## src/design/ldmc_defs.svh

```systemverilog
// Timing counts, codes and limits for the dimming mode controller
// Assumes a 20 MHz ref_clk
`ifndef LDMC_DEFS_SVH
`define LDMC_DEFS_SVH
`define LDMC_CLK_MHZ        20
`define LDMC_UNDERVOLTAGE_LOCKOUT_DELAY_US  1000
`define LDMC_UNDERVOLTAGE_LOCKOUT_DELAY_CYC (`LDMC_UNDERVOLTAGE_LOCKOUT_DELAY_US * `LDMC_CLK_MHZ)
`define LDMC_REEN_DELAY_US  300
`define LDMC_REEN_DELAY_CYC (`LDMC_REEN_DELAY_US * `LDMC_CLK_MHZ)
`define LDMC_RAMP_US        5000
`define LDMC_RAMP_STEP_CYC  ((`LDMC_RAMP_US * `LDMC_CLK_MHZ) / 256)
`define LDMC_PULSE_MIN_NS   150
`define LDMC_CLK_NS         50
`define LDMC_DETECT_CYC     64
`define LDMC_REF_FULL       8'h00FF
`define LDMC_HYB_KNEE       8'h0020
`define LDMC_HYST_CODE      8'h0001
`define LDMC_CNT_W          16
`endif

```

## src/design/ldmc_pkg.sv

```systemverilog
// Types shared by the dimming mode controller
// Assumes nothing beyond the defines header
package ldmc_pkg;
  typedef enum logic [2:0] {
    LDMC_ST_OFF    = 3'b000,
    LDMC_ST_WAIT   = 3'b001,
    LDMC_ST_DETECT = 3'b010,
    LDMC_ST_RUN    = 3'b011
  } ldmc_state_t;
  typedef enum logic [1:0] {
    LDMC_MODE_PWM    = 2'b00,
    LDMC_MODE_ANALOG = 2'b01,
    LDMC_MODE_HYBRID = 2'b10,
    LDMC_MODE_FLEX   = 2'b11
  } ldmc_mode_t;
endpackage

```

## src/design/ldmc_duty_if.sv

```systemverilog
// Duty measurement results from a meter to the controller
// Assumes one clock shared by both ends
`timescale 1ns/1ps
interface ldmc_duty_if;
  logic       done;
  logic [7:0] code;
  logic       toggled;
  modport meter (output done, output code, output toggled);
  modport ctrl  (input done, input code, input toggled);
endinterface

```

## src/design/ldmc_duty_meter.sv

```systemverilog
// Duty meter: counts high time and period of one input
// Assumes the input is synchronous to ref_clk
`timescale 1ns/1ps
`include "ldmc_defs.svh"
module ldmc_duty_meter import ldmc_pkg::*; #(
  parameter int CNT_W = `LDMC_CNT_W
) (
  input  wire logic ref_clk,
  input  wire logic rst,
  input  wire logic sig_in,
  ldmc_duty_if.meter duty
);
  logic             sig_d_reg;
  logic [CNT_W-1:0] per_reg;
  logic [CNT_W-1:0] high_reg;
  logic             done_reg;
  logic [7:0]       code_reg;
  logic             rise;
  logic [CNT_W+7:0] scaled;
  assign rise = sig_in & ~sig_d_reg;
  assign scaled = ({8'h00, high_reg} << 8) - {8'h00, high_reg};

  // ------------------------------------------------------------
  // Counting
  // ------------------------------------------------------------
  always_ff @(posedge ref_clk) begin
    if (rst) begin
      sig_d_reg <= 1'b0;
      per_reg   <= '0;
      high_reg  <= '0;
      done_reg  <= 1'b0;
      code_reg  <= 8'h0000;
    end else begin
      sig_d_reg <= sig_in;
      done_reg  <= 1'b0;
      if (rise) begin
        done_reg <= 1'b1;
        if (per_reg != '0)
          code_reg <= 8'((scaled / {8'h00, per_reg}));
        per_reg  <= CNT_W'(1);
        high_reg <= CNT_W'(1);
      end else begin
        if (~&per_reg)
          per_reg <= per_reg + CNT_W'(1);
        if (sig_in && ~&high_reg)
          high_reg <= high_reg + CNT_W'(1);
      end
    end
  end
  assign duty.done    = done_reg;
  assign duty.code    = code_reg;
  assign duty.toggled = sig_in ^ sig_d_reg;

  property p_code_half;
    @(posedge ref_clk) disable iff (rst)
    (rise && per_reg != '0 && per_reg == {high_reg[CNT_W-2:0], 1'b0}) |=> code_reg == 8'h007F;
  endproperty
  a_code_half: assert property (p_code_half)
    else $error("half duty not coded as mid scale");
  property p_done_pulse;
    @(posedge ref_clk) disable iff (rst)
    rise |=> done_reg ##1 !done_reg;
  endproperty
  a_done_pulse: assert property (p_done_pulse)
    else $error("done not a single pulse after rise");
endmodule

```

## src/design/ldmc_core.sv

```systemverilog
// Dimming mode controller: start-up, mode select, reference, gating, faults
// Assumes synchronous pins and comparator levels on ref_clk
`timescale 1ns/1ps
`include "ldmc_defs.svh"
module ldmc_core import ldmc_pkg::*; #(
  parameter int UNDERVOLTAGE_LOCKOUT_DELAY_CYC = `LDMC_UNDERVOLTAGE_LOCKOUT_DELAY_CYC,
  parameter int REEN_DELAY_CYC = `LDMC_REEN_DELAY_CYC,
  parameter int RAMP_STEP_CYC  = `LDMC_RAMP_STEP_CYC,
  parameter int DETECT_CYC     = `LDMC_DETECT_CYC
) (
  input  wire logic       ref_clk,
  input  wire logic       rst,
  input  wire logic       enable_pwm_in,
  input  wire logic       level_dim_select_input,
  input  wire logic       undervoltage_lockout,
  input  wire logic       feedback_above_cv,
  input  wire logic       feedback_open_load,
  input  wire logic       sense_overdrive,
  input  wire logic       comp_clamped_switch,
  input  wire logic       comp_clamped_sense,
  input  wire logic       led_short_margin,
  input  wire logic       thermal_over,
  output logic            switch_enable,
  output logic            cv_active,
  output logic [7:0]      current_ref_code,
  output logic            fault_n_out,
  output logic            fault_n_oe,
  output ldmc_mode_t      dim_mode,
  output logic            dim_running
);
  localparam int CYC_W = 32;

  ldmc_duty_if en_duty ();
  ldmc_duty_if dim_duty ();

  ldmc_state_t      state_reg;
  ldmc_mode_t       mode_reg;
  logic [CYC_W-1:0] cnt_reg;
  logic             undervoltage_lockout_d_reg;
  logic             was_on_reg;
  logic             en_tog_reg;
  logic             dim_tog_reg;
  logic             dim_seen_reg;
  logic [1:0]       dim_per_reg;
  logic             ramp_reg;
  logic [CYC_W-1:0] ramp_cnt_reg;
  logic [7:0]       ref_reg;
  logic             low_bright_reg;
  logic             sw_reg;
  logic             cv_reg;
  logic             fault_stop;
  logic             fault_any;
  logic             fault_reg;
  logic             stop_reg;
  logic             gate;
  logic             hyb_gate;

  ldmc_duty_meter u_en_meter (
    .ref_clk (ref_clk),
    .rst     (rst),
    .sig_in  (enable_pwm_in),
    .duty    (en_duty.meter)
  );

  ldmc_duty_meter u_dim_meter (
    .ref_clk (ref_clk),
    .rst     (rst),
    .sig_in  (level_dim_select_input),
    .duty    (dim_duty.meter)
  );

  // ------------------------------------------------------------
  // Start-up and mode detection
  // ------------------------------------------------------------
  always_ff @(posedge ref_clk) begin
    if (rst) begin
      state_reg   <= LDMC_ST_OFF;
      mode_reg    <= LDMC_MODE_PWM;
      cnt_reg     <= '0;
      undervoltage_lockout_d_reg  <= 1'b1;
      was_on_reg  <= 1'b0;
      en_tog_reg  <= 1'b0;
      dim_tog_reg <= 1'b0;
    end else begin
      undervoltage_lockout_d_reg <= undervoltage_lockout;
      if (undervoltage_lockout) begin
        state_reg  <= LDMC_ST_OFF;
        was_on_reg <= 1'b0;
      end else begin
        case (state_reg)
          LDMC_ST_OFF: begin
            if (undervoltage_lockout_d_reg || enable_pwm_in) begin
              cnt_reg   <= '0;
              state_reg <= LDMC_ST_WAIT;
            end
          end
          LDMC_ST_WAIT: begin
            cnt_reg <= cnt_reg + CYC_W'(1);
            if (cnt_reg + CYC_W'(1) >= CYC_W'(was_on_reg ? REEN_DELAY_CYC : UNDERVOLTAGE_LOCKOUT_DELAY_CYC)) begin
              cnt_reg     <= '0;
              en_tog_reg  <= 1'b0;
              dim_tog_reg <= 1'b0;
              state_reg   <= LDMC_ST_DETECT;
            end
          end
          LDMC_ST_DETECT: begin
            cnt_reg <= cnt_reg + CYC_W'(1);
            if (en_duty.toggled)
              en_tog_reg <= 1'b1;
            if (dim_duty.toggled)
              dim_tog_reg <= 1'b1;
            if (cnt_reg + CYC_W'(1) >= CYC_W'(DETECT_CYC)) begin
              state_reg <= LDMC_ST_RUN;
              if (en_tog_reg && dim_tog_reg)
                mode_reg <= LDMC_MODE_FLEX;
              else if (dim_tog_reg)
                mode_reg <= LDMC_MODE_ANALOG;
              else if (level_dim_select_input)
                mode_reg <= LDMC_MODE_PWM;
              else
                mode_reg <= LDMC_MODE_HYBRID;
            end
          end
          LDMC_ST_RUN: begin
            was_on_reg <= 1'b1;
            if (mode_reg == LDMC_MODE_ANALOG && !enable_pwm_in)
              state_reg <= LDMC_ST_OFF;
          end
          default: state_reg <= LDMC_ST_OFF;
        endcase
      end
    end
  end

  // ------------------------------------------------------------
  // Current reference with initial ramp in analog and flexible modes
  // ------------------------------------------------------------
  always_ff @(posedge ref_clk) begin
    if (rst || state_reg != LDMC_ST_RUN) begin
      dim_seen_reg <= 1'b0;
      dim_per_reg  <= 2'b00;
      ramp_reg     <= 1'b1;
      ramp_cnt_reg <= '0;
      ref_reg      <= 8'h0000;
    end else if (mode_reg == LDMC_MODE_ANALOG || mode_reg == LDMC_MODE_FLEX) begin
      if (dim_duty.done) begin
        dim_seen_reg <= 1'b1;
        if (dim_per_reg != 2'b11)
          dim_per_reg <= dim_per_reg + 2'b01;
      end
      if (ramp_reg && dim_seen_reg) begin
        ramp_cnt_reg <= ramp_cnt_reg + CYC_W'(1);
        if (ramp_cnt_reg + CYC_W'(1) >= CYC_W'(RAMP_STEP_CYC)) begin
          ramp_cnt_reg <= '0;
          if (ref_reg != `LDMC_REF_FULL)
            ref_reg <= ref_reg + 8'h0001;
        end
        if (dim_duty.done && dim_per_reg == 2'b10)
          ramp_reg <= 1'b0;
      end else if (!ramp_reg && dim_duty.done) begin
        ref_reg <= dim_duty.code;
      end
    end else if (mode_reg == LDMC_MODE_HYBRID) begin
      ramp_reg <= 1'b0;
      if (en_duty.done) begin
        if (en_duty.code >= `LDMC_HYB_KNEE)
          ref_reg <= en_duty.code;
        else
          ref_reg <= `LDMC_HYB_KNEE;
      end
    end else begin
      ramp_reg <= 1'b0;
      ref_reg  <= `LDMC_REF_FULL;
    end
  end

  // ------------------------------------------------------------
  // Hybrid low-brightness decision with hysteresis
  // ------------------------------------------------------------
  always_ff @(posedge ref_clk) begin
    if (rst) begin
      low_bright_reg <= 1'b0;
    end else if (en_duty.done) begin
      if (low_bright_reg && en_duty.code >= `LDMC_HYB_KNEE + `LDMC_HYST_CODE)
        low_bright_reg <= 1'b0;
      else if (!low_bright_reg && en_duty.code < `LDMC_HYB_KNEE)
        low_bright_reg <= 1'b1;
    end
  end

  // ------------------------------------------------------------
  // Switch gating, constant voltage and faults
  // ------------------------------------------------------------
  assign hyb_gate = low_bright_reg ? enable_pwm_in : 1'b1;
  always_comb begin
    gate = 1'b0;
    case (mode_reg)
      LDMC_MODE_PWM:    gate = enable_pwm_in;
      LDMC_MODE_ANALOG: gate = 1'b1;
      LDMC_MODE_HYBRID: gate = hyb_gate;
      LDMC_MODE_FLEX:   gate = enable_pwm_in;
      default:          gate = 1'b0;
    endcase
  end
  assign fault_stop = feedback_open_load | sense_overdrive | comp_clamped_switch | thermal_over;
  assign fault_any  = fault_stop | led_short_margin | comp_clamped_sense;

  always_ff @(posedge ref_clk) begin
    if (rst) begin
      fault_reg <= 1'b0;
      stop_reg  <= 1'b0;
      cv_reg    <= 1'b0;
      sw_reg    <= 1'b0;
    end else begin
      fault_reg <= fault_any;
      stop_reg  <= fault_stop;
      cv_reg    <= feedback_above_cv;
      sw_reg    <= (state_reg == LDMC_ST_RUN) && gate && !fault_stop;
    end
  end

  assign switch_enable    = sw_reg;
  assign cv_active        = cv_reg;
  assign current_ref_code = ref_reg;
  assign fault_n_out      = 1'b0;
  assign fault_n_oe       = ~fault_reg;
  assign dim_mode         = mode_reg;
  assign dim_running      = (state_reg == LDMC_ST_RUN);

  // ------------------------------------------------------------
  // Checks
  // ------------------------------------------------------------
  property p_pwm_on;
    @(posedge ref_clk) disable iff (rst)
    (state_reg == LDMC_ST_RUN && mode_reg == LDMC_MODE_PWM && enable_pwm_in && !fault_stop) |=> switch_enable;
  endproperty
  a_pwm_on: assert property (p_pwm_on)
    else $error("switch not on after enable high");
  property p_pwm_off;
    @(posedge ref_clk) disable iff (rst)
    (mode_reg == LDMC_MODE_PWM && !enable_pwm_in) |=> !switch_enable;
  endproperty
  a_pwm_off: assert property (p_pwm_off)
    else $error("switch on while enable low");
  property p_narrow;
    @(posedge ref_clk) disable iff (rst)
    (state_reg == LDMC_ST_RUN && mode_reg == LDMC_MODE_PWM && !fault_stop && $rose(enable_pwm_in))
    |=> switch_enable;
  endproperty
  a_narrow: assert property (p_narrow)
    else $error("narrow pulse missed");
  property p_stop;
    @(posedge ref_clk) disable iff (rst)
    fault_stop |=> !switch_enable && !fault_n_oe;
  endproperty
  a_stop: assert property (p_stop)
    else $error("stopping fault did not stop switching");
  property p_flag_only;
    @(posedge ref_clk) disable iff (rst)
    (led_short_margin && !fault_stop && state_reg == LDMC_ST_RUN && mode_reg == LDMC_MODE_ANALOG
     && $stable(state_reg)) |=> !fault_n_oe && switch_enable;
  endproperty
  a_flag_only: assert property (p_flag_only)
    else $error("flag-only fault changed switching");
  property p_release;
    @(posedge ref_clk) disable iff (rst)
    !fault_any |=> fault_n_oe;
  endproperty
  a_release: assert property (p_release)
    else $error("fault output held with no fault");
  property p_cv;
    @(posedge ref_clk) disable iff (rst)
    feedback_above_cv |=> cv_active;
  endproperty
  a_cv: assert property (p_cv)
    else $error("constant voltage not entered");
  property p_thermal;
    @(posedge ref_clk) disable iff (rst)
    thermal_over ##1 thermal_over |-> !switch_enable;
  endproperty
  a_thermal: assert property (p_thermal)
    else $error("switching during thermal shutdown");
  property p_hyb_fix;
    @(posedge ref_clk) disable iff (rst)
    (state_reg == LDMC_ST_RUN && mode_reg == LDMC_MODE_HYBRID && en_duty.done && en_duty.code < 8'h0020)
    |=> current_ref_code == 8'h0020;
  endproperty
  a_hyb_fix: assert property (p_hyb_fix)
    else $error("hybrid low reference not fixed");
  property p_wait_len;
    @(posedge ref_clk) disable iff (rst)
    (state_reg == LDMC_ST_DETECT && $past(state_reg) == LDMC_ST_WAIT)
    |-> $past(cnt_reg) == CYC_W'(was_on_reg ? REEN_DELAY_CYC : UNDERVOLTAGE_LOCKOUT_DELAY_CYC) - CYC_W'(1);
  endproperty
  a_wait_len: assert property (p_wait_len)
    else $error("start delay length wrong");
  property p_hyb_track;
    @(posedge ref_clk) disable iff (rst)
    (state_reg == LDMC_ST_RUN && mode_reg == LDMC_MODE_HYBRID && en_duty.done && en_duty.code >= 8'h0020)
    |=> current_ref_code == $past(en_duty.code);
  endproperty
  a_hyb_track: assert property (p_hyb_track)
    else $error("hybrid reference not tracking duty");
  property p_flex_gate;
    @(posedge ref_clk) disable iff (rst)
    (state_reg == LDMC_ST_RUN && mode_reg == LDMC_MODE_FLEX && !fault_stop) |=> switch_enable == $past(enable_pwm_in);
  endproperty
  a_flex_gate: assert property (p_flex_gate)
    else $error("flexible gating not following enable");
  property p_follow;
    @(posedge ref_clk) disable iff (rst)
    (state_reg == LDMC_ST_RUN && (mode_reg == LDMC_MODE_ANALOG || mode_reg == LDMC_MODE_FLEX) && !ramp_reg
     && dim_duty.done) |=> current_ref_code == $past(dim_duty.code);
  endproperty
  a_follow: assert property (p_follow)
    else $error("reference not following dim duty");
  property p_ramp_step;
    @(posedge ref_clk) disable iff (rst)
    (state_reg == LDMC_ST_RUN && (mode_reg == LDMC_MODE_ANALOG || mode_reg == LDMC_MODE_FLEX) && ramp_reg)
    |=> 8'(current_ref_code - $past(ref_reg)) <= 8'h01;
  endproperty
  a_ramp_step: assert property (p_ramp_step)
    else $error("ramp moved more than one step");
endmodule

```

## config.mk

```make
export PLATFORM = sky130hd
export DESIGN_NAME = ldmc_core
export DESIGN_NICKNAME = d
export VERILOG_FILES = /design/src/design/ldmc_pkg.sv /design/src/design/ldmc_duty_if.sv /design/src/design/ldmc_duty_meter.sv /design/src/design/ldmc_core.sv
export VERILOG_INCLUDE_DIRS = /design/src /design/src/design
export SDC_FILE = /design/constraint.sdc
export NUM_CORES = 2
export LEC_CHECK = 0
export BUFFER_PORTS_ARGS = -buffer_cell sky130_fd_sc_hd__buf_2
export CAP_MARGIN = 20
export CORE_UTILIZATION = 45
export DETAILED_ROUTE_END_ITERATION = 10
export GPL_ROUTABILITY_DRIVEN = 1
export PLACE_DENSITY_LB_ADDON = 0.05
export SYNTH_ARGS = -nofsm -noshare
export SYNTH_HDL_FRONTEND = slang
export SYNTH_SLANG_ARGS = --single-unit
export TNS_END_PERCENT = 30
```

## constraint.sdc

```tcl
create_clock -name ref_clk -period 75.3 [get_ports ref_clk]
set_clock_uncertainty 0.2 [all_clocks]
set_input_delay 11.295 -clock ref_clk [delete_from_list [all_inputs] [get_ports ref_clk]]
set_output_delay 11.295 -clock ref_clk [all_outputs]
set_load 0.05 [all_outputs]
```

; After elaboration in Yosys (flattened, before gate mapping)
; Cells that the tools add are included.
[totals]
ff_bits = 173
latchBits = 0
ramBits = 0
mem_bits_ro = 0
output_inout_bits = 15
word_cells = 178
mem_count = 0
[classes]
n_addsub = 10
n_mul = 0
div_mod_pow = 2
magnitude_cmp = 6
n_eq_ne = 24
shifts = 0
muxes = 43
bitwise_logic = 13
reduce_logical = 50
[ops]
columns = cell, count
row1 = two-way mux 32 bit, 3
row2 = one-hot mux 32 bit (3 select lines), 1
row3 = "adder 16 x 1 -> 16 bit, second input constant", 4
row4 = "adder 32 x 1 -> 32 bit, second input constant", 2
row5 = two-way mux 8 bit, 8
row6 = AND reduction 16 bit, 4
row7 = divider 24 x 16 -> 24 bit, 2
row8 = subtractor 24 x 16 -> 24 bit, 2
row9 = >= comparator 32 x 15 -> 1 bit, 1
row10 = ">= comparator 32 x 7 -> 1 bit, second input constant", 1
row11 = ">= comparator 32 x 9 -> 1 bit, second input constant", 1
row12 = nonzero test 16 bit, 2
row13 = two-way mux 1 bit, 19
row14 = ">= comparator 8 x 6 -> 1 bit, second input constant", 2
row15 = AND reduction 4 bit, 4
row16 = two-way mux 15 bit, 1
row17 = two-way mux 3 bit, 4
row18 = "!= test 2 bit, second input constant", 6
row19 = "!= test 3 x 2 -> 1 bit, second input constant", 4
row20 = one-hot mux 3 bit (4 select lines), 1
row21 = AND reduction 2 bit, 6
row22 = logical AND 1 bit, 11
row23 = "!= test 2 x 1 -> 1 bit, second input constant", 5
row24 = AND reduction 3 bit, 3
row25 = other kinds (23), 51

; Depth between registers and ports, before layout
[logic_depth]
ltp_word = 5
depth_mapped = 290
mapped_depth_nobuf = 264

; Cells and area by module
; Synthesis repeated with hierarchy kept, for this count alone.
[unflattened]
hier_cells = 5318
hier_area_um2 = 38595.8
[modules_own_cells]
columns = module, n_inst, cells_per_inst, area_per_inst_um2, seq_area_each_um2
row1 = ldmc_duty_meter (u_dim_meter), 1, 2327, 16623.4, 840.8
row2 = ldmc_duty_meter (u_en_meter), 1, 2256, 16209.3, 840.8
row3 = ldmc_core, 1, 735, 5763.0, 1761.7

; Worst setup path after synthesis
; Ideal clock, no wire load.
[synth_timing]
path_kind = register to register
start = register u_en_meter.high_reg[8]
end = register u_en_meter.code_reg[0], in the netlist u_en_meter.duty.code[0]
arrival_time_ns = 55.450
setup_slack_ns = 19.521
path_stages_with_launch = 278
path_buffers = 30
period_less_slack_ns = 55.779
cell_sequence = dfxtp_1 -> buf_6 -> inv_1 -> ha_1 -> nor4b_2 -> nand4_1 -> a211oi_1 -> nor3_1 -> xnor2_1 -> ha_1 -> nand4_1 -> and3_1 -> a221o_1 -> inv_1 -> ha_1 -> o21a_1 -> nor2_1 -> nor4_1 -> [242 not listed] -> a21o_1 -> a21oi_1 -> nor2b_1 -> o21ai_0 -> nand2b_1 -> a21oi_1 -> nor2b_1 -> o21ai_0 -> nand2b_1 -> a21oi_1 -> nor2b_1 -> o21ai_0 -> nand2b_1 -> a21oi_1 -> o211ai_1 -> a211o_1 -> nor4_1 -> a31oi_1
[synth_via]
elab_chain_cells = 2
[synth_rtl]
columns = element, line_no
row1 = "start, declared", ldmc_duty_meter.sv:15  ; logic [CNT_W-1:0] high_reg;
row2 = "start signal, assigned", ldmc_duty_meter.sv:46  ; high_reg <= high_reg + CNT_W'(1);
row3 = subtractor 24 x 16 -> 24 bit, ldmc_duty_meter.sv:21  ; assign scaled = ({8'h00, high_reg} << 8) - {8'h00, high_reg};
row4 = divider 24 x 16 -> 24 bit, ldmc_duty_meter.sv:39  ; code_reg <= 8'((scaled / {8'h00, per_reg}));
row5 = "end signal, assigned", ldmc_duty_meter.sv:39
row6 = "end, declared", ldmc_duty_meter.sv:17  ; logic [7:0] code_reg;
; No other way between the ends.
; A chain may end at the register's enable or synchronous reset.

; Worst setup path in the final report
; Ends and elaborated chain as after synthesis.

==> impl_table.tex <==
\begin{tabular}{lr}
\hline
Metric & Value \\
\hline
\multicolumn{2}{l}{\textbf{Synthesis}} \\
Post-synthesis cell area & between 30000 and 40000 sq um \\
Synthesis Warnings & 0 \\
Syn nets & roughly 5700 \\
Number of flops mapped to enable cells by yosys & 0 \\
Most used flip-flop cell after synthesis & dfxtp\_1 \\
Gate count of the mapped netlist & 5149 \\
Cell taking the most area after synthesis & ha\_1 \\
Number of distinct library cell variants in the gate-level netlist after synthesis & between 100 and 150 \\
Post-synth top area share & roughly 19\% \\
Flop and latch count out of synthesis & about 170 \\
Main area contributors after synthesis & ha\_1 (19\%), dfxtp\_1 (9.2\%), nor2\_1 (5.6\%) \\
Average size of a mapped cell & 7.28 sq um \\
Async set or reset register ratio after synthesis & 0\% \\
Post-synthesis sequential area ratio & 9.18\% \\
\multicolumn{2}{l}{\textbf{CTS}} \\
Buffer levels on the longest clock path & 2 \\
Cell chosen for the clock root & clkbuf\_16 \\
Post-CTS sizing & 0 \\
Clock edge transition at the registers on the reported setup and hold paths & 0.08 ns \\
Clock buffer count from CTS & 17 \\
Clock insertion delay at the later pin of the skew report & 0.49 ns \\
Clock tree from TritonCTS & yes \\
Num Clock Sinks & around 170 \\
Clock H-tree levels & 4 \\
CTS hold repair buffers & 0 \\
Post-CTS setup-driven buffer insertion count & 0 \\
\multicolumn{2}{l}{\textbf{Cells and area}} \\
Area taken by multi-input logic gates & $\sim$33000 sq um \\
Area Overhead vs Synth & 4.95\% \\
Highest-count cells in the layout ignoring fill and taps & ha\_1 (577), nor2\_1 (558), nand2\_1 (431), a21oi\_1 (351), o21ai\_0 (256) \\
Commonest non-fill, non-tap cell in the layout & ha\_1 \\
Net count of the finished layout & 5678 \\
Final non-filler cell area & 39300 sq um \\
FF+latch area & approximately 3400 sq um \\
Antenna diode count & 0 \\
Final std cells w/o fill & 6172 \\
Fill cell instance count of the final layout & 8504 \\
Fraction of final layout cells with drive strength greater than 1 & between 7 and 8\% \\
\multicolumn{2}{l}{\textbf{GRT}} \\
Total congestion overflow & 0 \\
Initial antenna violation count & 0 \\
Largest net degree at the start of global routing & 47 \\
Total track usage & a little over a quarter \\
Vias in the first global route & $\sim$35000 \\
Wire length of the first global-routing pass & 187000 microns \\
\multicolumn{2}{l}{\textbf{Worst setup path}} \\
Critical path buffer and inverter count & 11 \\
Stages on the worst setup path & 252 \\
Worst endpoint required time & approximately 75 ns \\
Top cell by count, worst path & o21a\_1 \\
Stage delay of the slowest cell on the critical path & 0.84 ns \\
Number of cell instances on the worst register-to-register path & 252 \\
Cell with the biggest individual delay on the critical path & nor2\_2 \\
Crit path max-delay family & compound AO/OA/AOI/OAI gates \\
CP startpoint kind & flip-flop \\
Class of the most critical setup path & flip-flop to flip-flop \\
Data arrival, critical path & between 60 and 70 ns \\
Worst setup EP type & flip-flop \\
Worst Path Max Fanout & 33 \\
\multicolumn{2}{l}{\textbf{Worst hold path}} \\
Classification of the worst-slack hold path & flip-flop to flip-flop \\
Hold-critical path depth & 2 \\
\multicolumn{2}{l}{\textbf{Detailed routing}} \\
Wire per inst & 18.7 microns \\
1st-pass router iterations & 5 \\
Routed Antenna Nets & 0 \\
Total number of vias & 37508 \\
Average via count per standard cell & 6.08 \\
Total wirelength of the detailed-routed design & 115000 microns \\
Remaining design rule violation count & 0 \\
Initial drt markers & 2694 \\
\multicolumn{2}{l}{\textbf{STA}} \\
Transition time at the pin with the least slew margin & between 1 and 1.5 ns \\
Max\_slew headroom & a little under a quarter \\
TNS Setup & 0 ns \\
Final min period & 63.26 ns \\
Final Slew Violations & 0 \\
Unrepaired setup endpoints after global routing & false \\
Portion of the clock cycle consumed by the worst path in the final layout & 84.0\% \\
Top achievable clock speed & 15.8 MHz \\
Final number of setup-violating endpoints & 0 \\
Number of endpoints with negative hold slack in the final report & 0 \\
\multicolumn{2}{l}{\textbf{Floorplan}} \\
Die width & 291 microns \\
Io pins & 27 \\
Num rows & 105 \\
Overall die area & 84500 sq um \\
Die boundary height & approximately 290 microns \\
Area of the core & 82200 sq um \\
Initial Utilization & 45.6\% \\
\multicolumn{2}{l}{\textbf{Placement}} \\
Number of instances in the placed design & between 6000 and 7000 \\
Cell area after placement & 38700 sq um \\
Count of port buffers added during placement & 25 \\
Half-perimeter wire length after detailed placement & 89800 microns \\
Final estimated routing congestion in global placement & about 0.9 \\
\multicolumn{2}{l}{\textbf{Run}} \\
Maximum capacitance violations & 0 \\
\multicolumn{2}{l}{\textbf{Run status}} \\
Run status & completed \\
\hline
\end{tabular}
[per-layer routing]
metal	vias up	part of all wire, %	track usage [%]
met5	-	0	0
met4	0	1.7	5.41
met3	118	4.3	2.48
met2	763	43	42.0
met1	17470	51	39.2
li1	19157	-	-
[path summary, 6_finish.rpt]
| path | from | slack [ns] | endpoint |
|---|---|---|---|
| min | low_bright_reg | 0.28 | low_bright_reg |
| max | u_en_meter.high_reg[8] | 12.04 | u_en_meter.duty.code[0] |
| min reg2reg | low_bright_reg | 0.28 | low_bright_reg |
| max reg2reg | u_en_meter.high_reg[8] | 12.04 | u_en_meter.duty.code[0] |
[cells in the mapped netlist (149+ instances only)]
master / count
ha_1: 577
nor2_1: 558
nand2_1: 431
a21oi_1: 352
o21ai_0: 257
nor3_1: 244
xnor2_1: 222
o21a_1: 194
inv_1: 184
dfxtp_1: 172
mux2_2: 159
nand3_1: 151
a21o_1: 149
xor2_1: 149
[per-stage QoR]
stage | hold slack (ns) | setup WS [ns] | utilization (%)
2_1_floorplan | 0.241 | 19.52 | -
3_3_place_gp | 0.258 | 12.12 | 47.0
3_5_place_dp | 0.266 | 12.31 | 47.0
4_1_cts | 0.285 | 12.14 | 47.8
5_1_grt | 0.311 | 6.73 | 47.8
6_report | 0.284 | 12.04 | 47.8
[cell families (layout without fill, tap and decap cells)]
kind of cell | Yosys count | count (layout) | share of synthesized area, %
other cells | 1 | 1 | 0.0100
simple gates | 1930 | 1930 | 25.1
xor+xnor | 371 | 371 | 8.67
buf+inv | 340 | 293 | 3.58
flops | 172 | 172 | 9.18
compound gates | 1537 | 1537 | 27.7
fa+ha+maj | 578 | 578 | 19.3
mux | 220 | 220 | 6.53
[tightest hold or removal path, stage by stage (launching register included)]
cell	delay, ns
dfxtp_1	0.32
a21oi_1	0.06
nor2_1	0.07
[cell type report]
class | count | share of cell area [%]
Timing Repair Buffer | 75 | 1.30
Inverter | 186 | 1.77
Sequential cell | 172 | 8.75
Clock inverter | 15 | 0.512
Clock buffer | 17 | 1.08
Tap cell | 1070 | 3.40
Multi-Input combinational cell | 4637 | 83.2
Power is not shown: default switching activity piles up to over one toggle a cycle in this logic, so the estimate is an artifact.
